### src/shared/pin_mux_pkg.sv
// constants, types and register map for the port pin function selector
// assumes one 20 MHz clock and an active-low power-on reset
//
// Functional notes
// for gpio or timer use, direction 1 drives the pin, 0 makes it input
// direction bits are ignored for pins routed to dma or address-hold
// direction register clears to 0000 only on external power-on reset
// both select registers clear to 0000 only on power-on reset
// direction register is 16-bit read/write, bit n steers pin n
// upper select register steers pins 15..8, lower steers pins 7..0
// pin 15 code 00 gpio, 10 dma ack ch1, 01 and 11 reserved
// pin 14 code 00 gpio, 10 dma ack ch0, 11 address hold
// upper select bits 11..0 read zero, software writes zero
// lower select bits 15, 13, 11, 9 read zero, written zero
// lower bits 14, 12, 10, 8 pick timer 2b, 2a, 1b, 1a for pins 7..4
// pin 3 code 00 gpio, 01 timer 0d, 10 dma accepted ch1
// pin 2 code 00 gpio, 01 timer 0c, 10 dma request ch1 input
// pin 1 code 00 gpio, 01 timer 0b, 10 dma accepted ch0
// pin 0 code 00 gpio, 01 timer 0a, 10 dma request ch0 input
// in single-chip mode dma and address-hold picks fall back to gpio
// a reserved select code leaves the pin as gpio
package pin_mux_pkg;
   localparam int PIN_COUNT = 16;
   localparam int TIMER_PINS = 8;
   localparam int REG_W = 16;
   localparam int ADDR_W = 2;
   localparam logic [ADDR_W-1:0] DIR_OFFSET = 2'h0;
   localparam logic [ADDR_W-1:0] FN_UPPER_OFFSET = 2'h1;
   localparam logic [ADDR_W-1:0] FN_LOWER_OFFSET = 2'h2;
   localparam logic [REG_W-1:0] DIR_RESET = 16'h0000;
   localparam logic [REG_W-1:0] FN_UPPER_RESET = 16'h0000;
   localparam logic [REG_W-1:0] FN_LOWER_RESET = 16'h0000;
   localparam logic [REG_W-1:0] FN_UPPER_MASK = 16'hf000;
   localparam logic [REG_W-1:0] FN_LOWER_MASK = 16'h55ff;
   localparam int PIN15_SEL_POS = 14;
   localparam int PIN14_SEL_POS = 12;
   localparam int PIN4_SEL_POS = 8;
   localparam logic [1:0] CODE_GPIO = 2'h0;
   localparam logic [1:0] CODE_TIMER = 2'h1;
   localparam logic [1:0] CODE_ALT = 2'h2;
   localparam logic [1:0] CODE_ALT2 = 2'h3;

   typedef enum logic [1:0] {
      FN_GPIO,
      FN_TIMER,
      FN_PERIPH_OUT,
      FN_PERIPH_IN
   } pin_fn_t;

   typedef struct packed {
      logic [ADDR_W-1:0] addr;
      logic [REG_W-1:0] wdata;
      logic wr;
      logic rd;
   } reg_req_t;

   typedef struct packed {
      logic drive;
      logic enable;
   } pin_drive_t;
endpackage : pin_mux_pkg

### src/core/pin_route_cell.sv
// one port pin: picks the drive source and samples the pin level
// assumes pin level is already synchronised and fn is decoded upstream
`timescale 1ns/10ps
`default_nettype none
module pin_route_cell
   import pin_mux_pkg::*;
(
   input wire logic sys_clk_i,
   input wire logic reset_n_i,
   input wire pin_fn_t fn_i,
   input wire logic dir_i,
   input wire logic gpio_drive_i,
   input wire logic timer_drive_i,
   input wire logic periph_drive_i,
   input wire logic pin_level_i,
   output pin_drive_t pin_o,
   output logic gpio_level_o,
   output logic timer_level_o,
   output logic periph_level_o
);
   always_ff @(posedge sys_clk_i or negedge reset_n_i)
   begin
      if (!reset_n_i)
      begin
         pin_o <= '0;
      end
      else
      begin
         unique case (fn_i)
            FN_GPIO:
            begin
               pin_o.enable <= dir_i;
               pin_o.drive <= gpio_drive_i;
            end
            FN_TIMER:
            begin
               pin_o.enable <= dir_i;
               pin_o.drive <= timer_drive_i;
            end
            FN_PERIPH_OUT:
            begin
               pin_o.enable <= 1'b1;
               pin_o.drive <= periph_drive_i;
            end
            FN_PERIPH_IN:
            begin
               pin_o.enable <= 1'b0;
               pin_o.drive <= 1'b0;
            end
         endcase
      end
   end

   // gpio always sees the pin; others only while routed
   always_ff @(posedge sys_clk_i or negedge reset_n_i)
   begin
      if (!reset_n_i)
      begin
         gpio_level_o <= 1'b0;
         timer_level_o <= 1'b0;
         periph_level_o <= 1'b0;
      end
      else
      begin
         gpio_level_o <= pin_level_i;
         timer_level_o <= (fn_i == FN_TIMER) & pin_level_i;
         periph_level_o <= (fn_i == FN_PERIPH_IN) & pin_level_i;
      end
   end
endmodule : pin_route_cell
`default_nettype wire

### src/core/port_e_pin_function_select.sv
// port pin function selector: direction and two select registers
// assumes a one-cycle register port and pins from outside the clock
`timescale 1ns/10ps
`default_nettype none
module port_e_pin_function_select
   import pin_mux_pkg::*;
(
   input wire logic sys_clk_i,
   input wire logic reset_n_i,
   input wire reg_req_t reg_req_i,
   output logic [REG_W-1:0] rd_data_o,
   input wire logic single_chip_i,
   input wire logic [PIN_COUNT-1:0] pin_i,
   output logic [PIN_COUNT-1:0] pin_o,
   output logic [PIN_COUNT-1:0] pin_oe_o,
   input wire logic [PIN_COUNT-1:0] gpio_out_i,
   output logic [PIN_COUNT-1:0] gpio_in_o,
   input wire logic [TIMER_PINS-1:0] timer_out_i,
   output logic [TIMER_PINS-1:0] timer_in_o,
   input wire logic dma_ack_ch1_out_i,
   input wire logic dma_ack_ch0_out_i,
   input wire logic address_hold_out_i,
   input wire logic dma_accepted_ch1_out_i,
   input wire logic dma_accepted_ch0_out_i,
   output logic dma_request_ch1_in_o,
   output logic dma_request_ch0_in_o
);
   logic [REG_W-1:0] port_e_direction_ff;
   logic [REG_W-1:0] port_e_function_upper_ff;
   logic [REG_W-1:0] port_e_function_lower_ff;
   logic [PIN_COUNT-1:0] pin_meta_ff;
   logic [PIN_COUNT-1:0] pin_sync_ff;
   logic chip_meta_ff;
   logic chip_ff;
   logic [REG_W-1:0] nxt_rd_data;
   logic [PIN_COUNT-1:0] periph_drive;
   logic [PIN_COUNT-1:0] timer_drive;
   logic [PIN_COUNT-1:0] timer_level;
   logic [PIN_COUNT-1:0] periph_level;
   pin_fn_t fn_vec [PIN_COUNT];

   // decode one pin's use from the select registers
   function automatic pin_fn_t pin_fn(
      input int unsigned pin,
      input logic [REG_W-1:0] up,
      input logic [REG_W-1:0] lo,
      input logic chip
   );
      logic [1:0] c;
      pin_fn_t f;
      c = CODE_GPIO;
      f = FN_GPIO;
      if (pin == 15)
      begin
         c = up[PIN15_SEL_POS +: 2];
         if (c == CODE_ALT && !chip)
            f = FN_PERIPH_OUT;
      end
      else if (pin == 14)
      begin
         c = up[PIN14_SEL_POS +: 2];
         if ((c == CODE_ALT || c == CODE_ALT2) && !chip)
            f = FN_PERIPH_OUT;
      end
      else if (pin >= 4 && pin <= 7)
      begin
         if (lo[PIN4_SEL_POS + 2 * (pin - 4)])
            f = FN_TIMER;
      end
      else if (pin <= 3)
      begin
         c = lo[2 * pin +: 2];
         if (c == CODE_TIMER)
            f = FN_TIMER;
         else if (c == CODE_ALT && !chip)
            f = (pin[0]) ? FN_PERIPH_OUT : FN_PERIPH_IN;
      end
      return f;
   endfunction : pin_fn

   // pin and strap levels cross in through two flops each
   always_ff @(posedge sys_clk_i or negedge reset_n_i)
   begin
      if (!reset_n_i)
      begin
         pin_meta_ff <= '0;
         pin_sync_ff <= '0;
         chip_meta_ff <= 1'b0;
         chip_ff <= 1'b0;
      end
      else
      begin
         pin_meta_ff <= pin_i;
         pin_sync_ff <= pin_meta_ff;
         chip_meta_ff <= single_chip_i;
         chip_ff <= chip_meta_ff;
      end
   end

   // only the power-on reset clears; sleep and watchdog never reach here
   always_ff @(posedge sys_clk_i or negedge reset_n_i)
   begin
      if (!reset_n_i)
         port_e_direction_ff <= DIR_RESET;
      else if (reg_req_i.wr && reg_req_i.addr == DIR_OFFSET)
         port_e_direction_ff <= reg_req_i.wdata;
   end

   always_ff @(posedge sys_clk_i or negedge reset_n_i)
   begin
      if (!reset_n_i)
      begin
         port_e_function_upper_ff <= FN_UPPER_RESET;
         port_e_function_lower_ff <= FN_LOWER_RESET;
      end
      else if (reg_req_i.wr)
      begin
         if (reg_req_i.addr == FN_UPPER_OFFSET)
            port_e_function_upper_ff <=
               reg_req_i.wdata & FN_UPPER_MASK;
         if (reg_req_i.addr == FN_LOWER_OFFSET)
            port_e_function_lower_ff <=
               reg_req_i.wdata & FN_LOWER_MASK;
      end
   end

   // unmapped index reads zero
   always_comb
   begin
      nxt_rd_data = '0;
      unique case (reg_req_i.addr)
         DIR_OFFSET: nxt_rd_data = port_e_direction_ff;
         FN_UPPER_OFFSET: nxt_rd_data = port_e_function_upper_ff;
         FN_LOWER_OFFSET: nxt_rd_data = port_e_function_lower_ff;
         default: nxt_rd_data = '0;
      endcase
   end

   // read data stands for one cycle only, zero otherwise
   always_ff @(posedge sys_clk_i or negedge reset_n_i)
   begin
      if (!reset_n_i)
         rd_data_o <= '0;
      else if (reg_req_i.rd)
         rd_data_o <= nxt_rd_data;
      else
         rd_data_o <= '0;
   end

   // peripheral sources; pin 14 picks ack or hold by its code
   always_comb
   begin
      periph_drive = '0;
      periph_drive[15] = dma_ack_ch1_out_i;
      periph_drive[14] = (port_e_function_upper_ff[PIN14_SEL_POS +: 2]
         == CODE_ALT2) ? address_hold_out_i : dma_ack_ch0_out_i;
      periph_drive[3] = dma_accepted_ch1_out_i;
      periph_drive[1] = dma_accepted_ch0_out_i;
      timer_drive = {8'h00, timer_out_i};
   end

   genvar i;
   generate
      for (i = 0; i < PIN_COUNT; i++)
      begin : g_pin
         assign fn_vec[i] = pin_fn(i, port_e_function_upper_ff,
            port_e_function_lower_ff, chip_ff);
         pin_route_cell pin_route_cell_inst (
            .sys_clk_i(sys_clk_i),
            .reset_n_i(reset_n_i),
            .fn_i(fn_vec[i]),
            .dir_i(port_e_direction_ff[i]),
            .gpio_drive_i(gpio_out_i[i]),
            .timer_drive_i(timer_drive[i]),
            .periph_drive_i(periph_drive[i]),
            .pin_level_i(pin_sync_ff[i]),
            .pin_o({pin_o[i], pin_oe_o[i]}),
            .gpio_level_o(gpio_in_o[i]),
            .timer_level_o(timer_level[i]),
            .periph_level_o(periph_level[i])
         );
      end
   endgenerate

   // upper pins carry no timer, so their levels stay zero
   assign timer_in_o = timer_level[TIMER_PINS-1:0];
   assign dma_request_ch1_in_o = periph_level[2];
   assign dma_request_ch0_in_o = periph_level[0];
endmodule : port_e_pin_function_select
`default_nettype wire

### config.mk
export PLATFORM = sky130hd
export DESIGN_NAME = port_e_pin_function_select
export DESIGN_NICKNAME = d
export VERILOG_FILES = /design/src/shared/pin_mux_pkg.sv /design/src/core/pin_route_cell.sv /design/src/core/port_e_pin_function_select.sv
export SDC_FILE = /design/constraint.sdc
export NUM_CORES = 1
export LEC_CHECK = 0
export ABC_AREA = 1
export BUFFER_PORTS_ARGS = -buffer_cell sky130_fd_sc_hd__buf_2
export CAP_MARGIN = 20
export CORE_MARGIN = 4
export CORE_UTILIZATION = 50
export DETAILED_ROUTE_END_ITERATION = 8
export PLACE_DENSITY = 0.77
export SYNTH_ARGS = -nofsm -noshare
export SYNTH_HDL_FRONTEND = slang
export SYNTH_SLANG_ARGS = --single-unit
### constraint.sdc
create_clock -name sys_clk_i -period 1 [get_ports sys_clk_i]
set_input_delay 0.2 -clock sys_clk_i [delete_from_list [all_inputs] [get_ports sys_clk_i]]
set_output_delay 0.2 -clock sys_clk_i [all_outputs]
set_load 0.005 [all_outputs]
==> impl_metrics.csv, run 1 <==
group,metric,value,unit
clock_tree,cts_sinks,140,
route,drt-vias-per-instance,4.81,
clock_tree,clkLatencyLatePin,0.50,ns
clock_tree,cts_max_path_buffers,2,
synth,syn_avg_cell_area,12.2,µm²
route,vias,3484,
die,io_pins,142,
timing,fmax,814,MHz
hold_path,hold_path.class,"primary input to flip-flop",
synth,synthesis.area,4710,µm²
die,coreArea,9200,µm²
synth,synth_edf_count,0,
setup_path,path_buf_inv,1,
placement,dpl.hpwl,6970,µm
status,violations,"setup timing",
timing,tightest_slew,0.295,ns
setup_path,crit_chain,"buf_2",
timing,skew,0.00593,ns
timing,min_period,1.23,ns
layout,num-fill-cells,589,
clock_tree,cts_tree,"built",
layout,drive_gt1_share,36.2,%
die,placementRows,35,
layout,final_nets,671,
global_routing,grt_usage,21.3,%
die,initial_core_util,51.2,%
clock_tree,root_buffer,"clkbuf_8",
layout,area.sequential,3500,µm²
synth,ys_ff_latch,140,
global_routing,grt_pass1_wl,18300,µm
route,drt_iter0_markers,168,
hold_path,hold_path_end,"g_pin[14].pin_route_cell_inst.pin_o[1]",
timing,drv_slew,0,
synth,syn_inst,386,
power,p_leak,3.63,nW
setup_path,critPathMaxStageDelay,0.39,ns
global_routing,overflow,0,
setup_path,crit_required,0.80,ns
layout,n_antenna_cell,0,
placement,place.gp.congestion,0.798,
synth,mappedNetlistNets,454,
clock_tree,clk_pin_slew,0.06,ns
clock_tree,htree_levels,4,
die,dieArea,11000,µm²
layout,synthToLayoutAreaGrowth,44.6,%
placement,placed_cells,626,
synth,yosys-top-cells-area,"dfrtp_1, nand2_1, nand3_1, buf_4, inv_1",
global_routing,antenna_found_initial,0,
status,outcome,"complete, but fails checks",
placement,dpl_cell_area,5560,µm²
route,drc,0,
timing,max-slew-margin-rel,80.3,%
setup_path,r2r-start,"port_e_function_lower_ff[3]",
placement,dpl_worst_slack,-0.0930,ns
route,dr.pass1.iters,6,
power,peakVddDrop,0.000963,V
setup_path,startpoint_type,"flip-flop",
route,drtAntennaViolNets,0,
setup_path,r2r_cells,4,
setup_path,endpoint_kind,"output port",
clock_tree,cts_buffers,17,
timing,hold_viol_final,0,
route,wl_per_cell,15.3,µm
global_routing,grt_pass1_vias,3783,
hold_path,min_path_cells,5,
placement,portBuffers,141,
synth,yosys.area.top_type,"dfrtp_1",
synth,async_flop_share,100,%
global_routing,grt_max_degree,34,
layout,utilization,74.1,%
run,drv_cap,0,
power,powerDensity,2060,nW/µm²
layout,design_area,6810,µm²
synth,yosysMostFrequentCell,"dfrtp_1",
timing,rsz0062_at_grt,"yes",
setup_path,worstPathArrival,1.03,ns
setup_path,crit_path_top_delay_cell,"dfrtp_1",
synth,yosys_warnings,0,
setup_path,r2r_setup_slack,0.04,ns
synth,synth.distinct_cells,18,
setup_path,critPathKind,"flip-flop to output port",
layout,instances_no_fill,725,
setup_path,worstReg2RegEnd,"g_pin[1].pin_route_cell_inst.pin_o[1]",
die,die_w,105,µm
synth,ys.flop_type,"dfrtp_1",
setup_path,path_delay_family,"flip-flops",
die,die_y,105,µm
synth,synthTopCellsByCount,"dfrtp_1, nand2_1, inv_1, nand3_1, buf_4",
timing,finalSetupViolCount,74,
setup_path,path_max_fanout,1,
timing,fin_ws,-0.229,ns
hold_path,hp-start,"dma_ack_ch0_out_i",
route,routed_wl,11100,µm
synth,seq_area_frac_synth,74.3,%
layout,multiInputGateArea,831,µm²
synth,synth_top_area_share,74.3,%
timing,finalCritPeriodShare,123,%
timing,timing.hold.ws,0.0392,ns
## final cells by class
class | instances | share of cell area [%]
Multi-Input combinational cell | 171 | 12.2
Clock inverter | 11 | 1.74
Clock buffer | 19 | 6.48
Timing Repair Buffer | 231 | 23.7
Tap cell | 111 | 2.04
Inverter | 42 | 2.35
Sequential cell | 140 | 51.4
## how the worst max path moves through the flow
| stage | startpoint | to | slack [ns] | cells after the start |
|---|---|---|---|---|
| after detailed placement | reg_req_i[18] | rd_data_o[3] | -0.09 | 5 |
| after global routing | g_pin[1].pin_route_cell_inst.pin_o[1] | pin_o[1] | -0.26 | 1 |
| final | g_pin[2].pin_route_cell_inst.periph_level_o | dma_request_ch1_in_o | -0.23 | 1 |
| after floorplan | port_e_function_upper_ff[13] | g_pin[14].pin_route_cell_inst.pin_o[1] | 0.11 | 4 |
| after CTS | g_pin[12].pin_route_cell_inst.gpio_level_o | gpio_in_o[12] | -0.23 | 1 |
| after global placement | reg_req_i[18] | rd_data_o[1] | -0.03 | 5 |
## logic make-up after synthesis
family,after synthesis,share of synthesized area [%]
buffers and inverters,75,8.34
multiplexers,4,0.956
flip-flops,140,74.3
AO/OA/AOI/OAI,38,4.83
AND/OR/NAND/NOR,129,11.5
## metrics by stage
step	setup TNS [ns]	power (mW)
after global routing	-16.67	14.7
final	-13.81	14.1
after global placement	-0.163	7.88
after floorplan	0	7.18
after CTS	-15.07	14.1
after detailed placement	-0.868	7.95
## cells in the final DEF (no fill, tap or decap), types with 4 or more instances in the layout
master         instances
buf_2                140
dfrtp_1              139
nand2_1               68
dlygate4sd3_1         62
inv_1                 41
nand3_1               38
o21ai_0               22
buf_4                 22
clkbuf_16             16
nor2_1                14
o21ai_2               10
buf_12                 6
clkinv_2               5
a21oi_1                4
mux2_2                 4
## report_power, final
group	switching, mW	internal [mW]	total (mW)
clock network	2.26	3.65	5.91
logic	0.799	0.818	1.62
registers	0.305	6.23	6.54
total	3.37	10.7	14.1
## registers in the layout (all words and copies together) (netlist names)
register	cells
chip_meta_ff	1
g_pin.pin_route_cell_inst.timer_level_o	8
chip_ff	1
port_e_function_upper_ff	4
pin_meta_ff	16
port_e_direction_ff	16
rd_data_o	16
pin_sync_ff	16
g_pin.pin_route_cell_inst.periph_level_o	2
g_pin.pin_route_cell_inst.gpio_level_o	16
port_e_function_lower_ff	12
g_pin.pin_route_cell_inst.pin_o	32
## what timing repair did
action,4_1_cts,5_1_grt
endpoints found under the hold margin,197,0
hold buffers,62,0
setup buffers,0,7
resized for setup,1,7
endpoints found under the setup margin,79,80
gates cloned,0,0
## layer usage
layer  vias up  part of all wire (%)  GRT usage, %  wire (µm)
met3        30                   4.6          5.37        511
met2       141                    54          38.3       6030
met4         0                   2.8          9.65        313
met5         -                     0             0          0
met1      1687                    38          23.7       4260
li1       1626                     -             -          -
No activity file was read; power rests on OpenSTA's default activity.
==> run 2, diff against run 1 <==
- ABC_AREA: 1 -> not set
- CORE_UTILIZATION: 50 -> 51
- GPL_ROUTABILITY_DRIVEN: not set -> 0
- PLACE_DENSITY: 0.77 -> 0.78
- clock period: 1 -> 1.3 ns (I/O delays scaled with it)
==> impl_metrics.csv, run 2 <==
group,metric,value,unit
status,outcome,"finished clean",
die,die_w,105,µm
clock_tree,cts_max_path_buffers,2,
setup_path,crit_end,"gpio_in_o[14]",
placement,dpl.hpwl,6440,µm
synth,yosys_warnings,0,
power,total_power,10.7,mW
synth,synth.distinct_cells,32,
timing,fin_ws,0.00958,ns
layout,num-fill-cells,563,
die,die_y,105,µm
setup_path,startpoint,"g_pin[14].pin_route_cell_inst.gpio_level_o",
placement,dpl_cell_area,5510,µm²
setup_path,worstPathArrival,1.03,ns
synth,yosys-top-cells-area,"dfrtp_1, mux2_2, buf_4, mux2i_1, mux2_4",
timing,rsz0062_at_grt,"yes",
synth,mappedNetlistNets,359,
global_routing,grt_pass1_vias,3107,
route,drt-vias-per-instance,4.74,
layout,instances_no_fill,603,
route,drc,0,
global_routing,grt_pass1_wl,16100,µm
hold_path,hold_path.class,"primary input to flip-flop",
setup_path,critPathMaxStageDelay,0.39,ns
clock_tree,cts_tree,"built",
setup_path,crit_chain,"buf_2",
die,dieArea,10900,µm²
synth,yosysMostFrequentCell,"dfrtp_1",
layout,final_nets,551,
die,initial_core_util,53.4,%
setup_path,r2r_setup_slack,0.09,ns
layout,design_area,6550,µm²
route,drt_iter0_markers,107,
power,p_leak,3.27,nW
setup_path,r2r_cells,2,
route,wl_per_cell,16.3,µm
clock_tree,post_cts_resize_count,0,
clock_tree,post_cts_buffers,0,
global_routing,grt_max_degree,45,
timing,min_period,1.29,ns
layout,area.sequential,3500,µm²
synth,yosys.area.top_type,"dfrtp_1",
timing,finalCritPeriodShare,99.3,%
synth,synth_top_area_share,73.7,%
synth,ys.flop_type,"dfrtp_1",
setup_path,crit_path_top_delay_cell,"dfrtp_1",
layout,largest_register_ffs,32,
route,routed_wl,9820,µm
synth,syn_inst,291,
synth,async_flop_share,100,%
global_routing,antenna_found_initial,1,
power,powerDensity,1640,nW/µm²
timing,fin_setup_tns,0,ns
power,peakVddDrop,0.000914,V
global_routing,grt_usage,19.2,%
placement,placed_cells,522,
setup_path,endpoint_kind,"output port",
route,drtAntennaViolNets,0,
setup_path,path_delay_family,"flip-flops",
setup_path,path_max_fanout,1,
clock_tree,htree_levels,4,
timing,fmax,775,MHz
timing,hold_viol_final,0,
clock_tree,cts_buffers,17,
setup_path,crit_required,1.04,ns
die,placementRows,34,
layout,n_antenna_cell,0,
timing,finalSetupViolCount,0,
timing,tightest_slew,0.487,ns
route,dr.pass1.iters,4,
synth,ys_ff_latch,140,
placement,dpl_worst_slack,-0.0631,ns
timing,drv_slew,0,
layout,synthToLayoutAreaGrowth,37.9,%
setup_path,worstReg2RegEnd,"g_pin[15].pin_route_cell_inst.pin_o[1]",
timing,max-slew-margin-rel,67.6,%
setup_path,crit_cells,1,
setup_path,critPathKind,"flip-flop to output port",
global_routing,overflow,0,
layout,drive_gt1_share,45.7,%
route,vias,2857,
layout,largest-register,"g_pin.pin_route_cell_inst.pin_o",
clock_tree,cts_sinks,140,
timing,skew,0.00604,ns
setup_path,path_buf_inv,1,
layout,multiInputGateArea,1000,µm²
die,io_pins,142,
placement,portBuffers,141,
run,drv_cap,0,
clock_tree,root_buffer,"clkbuf_8",
layout,final_cell_mix,"dfrtp_1, buf_2, dlygate4sd3_1, mux2_2, mux2i_1",
synth,synthesis.area,4750,µm²
synth,seq_area_frac_synth,73.7,%
synth,synth_edf_count,0,
synth,synthTopCellsByCount,"dfrtp_1, mux2_2, buf_4, mux2i_1, nor2_1",
synth,syn_avg_cell_area,16.3,µm²
die,coreArea,8890,µm²
setup_path,r2r-start,"chip_ff",
clock_tree,clk_pin_slew,0.06,ns
setup_path,startpoint_type,"flip-flop",
clock_tree,clkLatencyLatePin,0.51,ns
## run 2: changes by cell type in the layout (fill, tap and decap cells not counted), sizes merged, moves of 4 or more
cell / before / now
and2: 0 / 7
buf: 169 / 154
clkinvlp: 1 / 5
dlygate4sd3: 62 / 50
inv: 44 / 4
mux2: 4 / 38
mux2i: 0 / 17
nand2: 71 / 3
nand2b: 0 / 7
nand3: 39 / 0
nand3b: 0 / 4
o21ai: 34 / 6
## run 2: power breakdown
group / internal (mW) / switching, mW
logic: 0.729 / 0.490
registers: 4.86 / 0.291
clock network: 2.58 / 1.79
total: 8.17 / 2.57
## run 2: through the flow
stage	utilization [%]	hold slack [ns]
floorplan	-	-0.0356
global placement	61.9	0.133
detailed placement	61.9	0.135
CTS	73.6	0.0000252
global route	73.7	0.0222
finish	73.7	0.0255
## run 2: cell families (layout without fill, tap and decap cells)
logic type      Yosys count  after routing  synth area share [%]
flops                   140            140                  73.7
mux                      55             55                  13.4
simple gates             50             50                  5.90
buf+inv                  32            236                  5.21
compound gates           14             14                  1.76
## run 2: cell type report
cell class,instances,share of cell area (%)
clock inverters,13,1.79
multi-input cells,119,15.3
clock buffers,18,6.53
flip-flops and latches,140,53.5
repair buffers,204,20.8
well taps,108,2.06
inverters,1,0.0573
## run 2: what timing repair did
item / CTS / global route
endpoints found under the setup margin: 3 / 20
hold buffers: 49 / 1
hold endpoints to repair: 195 / 1
pin swaps: 0 / 0
## run 2: how the worst min path moves through the flow
stage	from	endpoint	slack, ns	depth (start not counted)
CTS	reg_req_i[6]	port_e_function_lower_ff[4]	0.00003	2
floorplan	reset_n_i	chip_ff	-0.04	0
finish	reg_req_i[14]	port_e_direction_ff[12]	0.03	2
global placement	reset_n_i	g_pin[13].pin_route_cell_inst.pin_o[1]	0.13	1
detailed placement	reset_n_i	g_pin[11].pin_route_cell_inst.pin_o[1]	0.14	1
global route	reg_req_i[14]	port_e_direction_ff[12]	0.02	2
## run 2: metal layers
layer	track usage, %	share of wire [%]	vias to the layer above
met5	0	0.13	-
met4	6.74	1.5	2
met3	5.83	4.5	13
met2	33.7	54	81
met1	22.3	39	1428
li1	-	-	1333
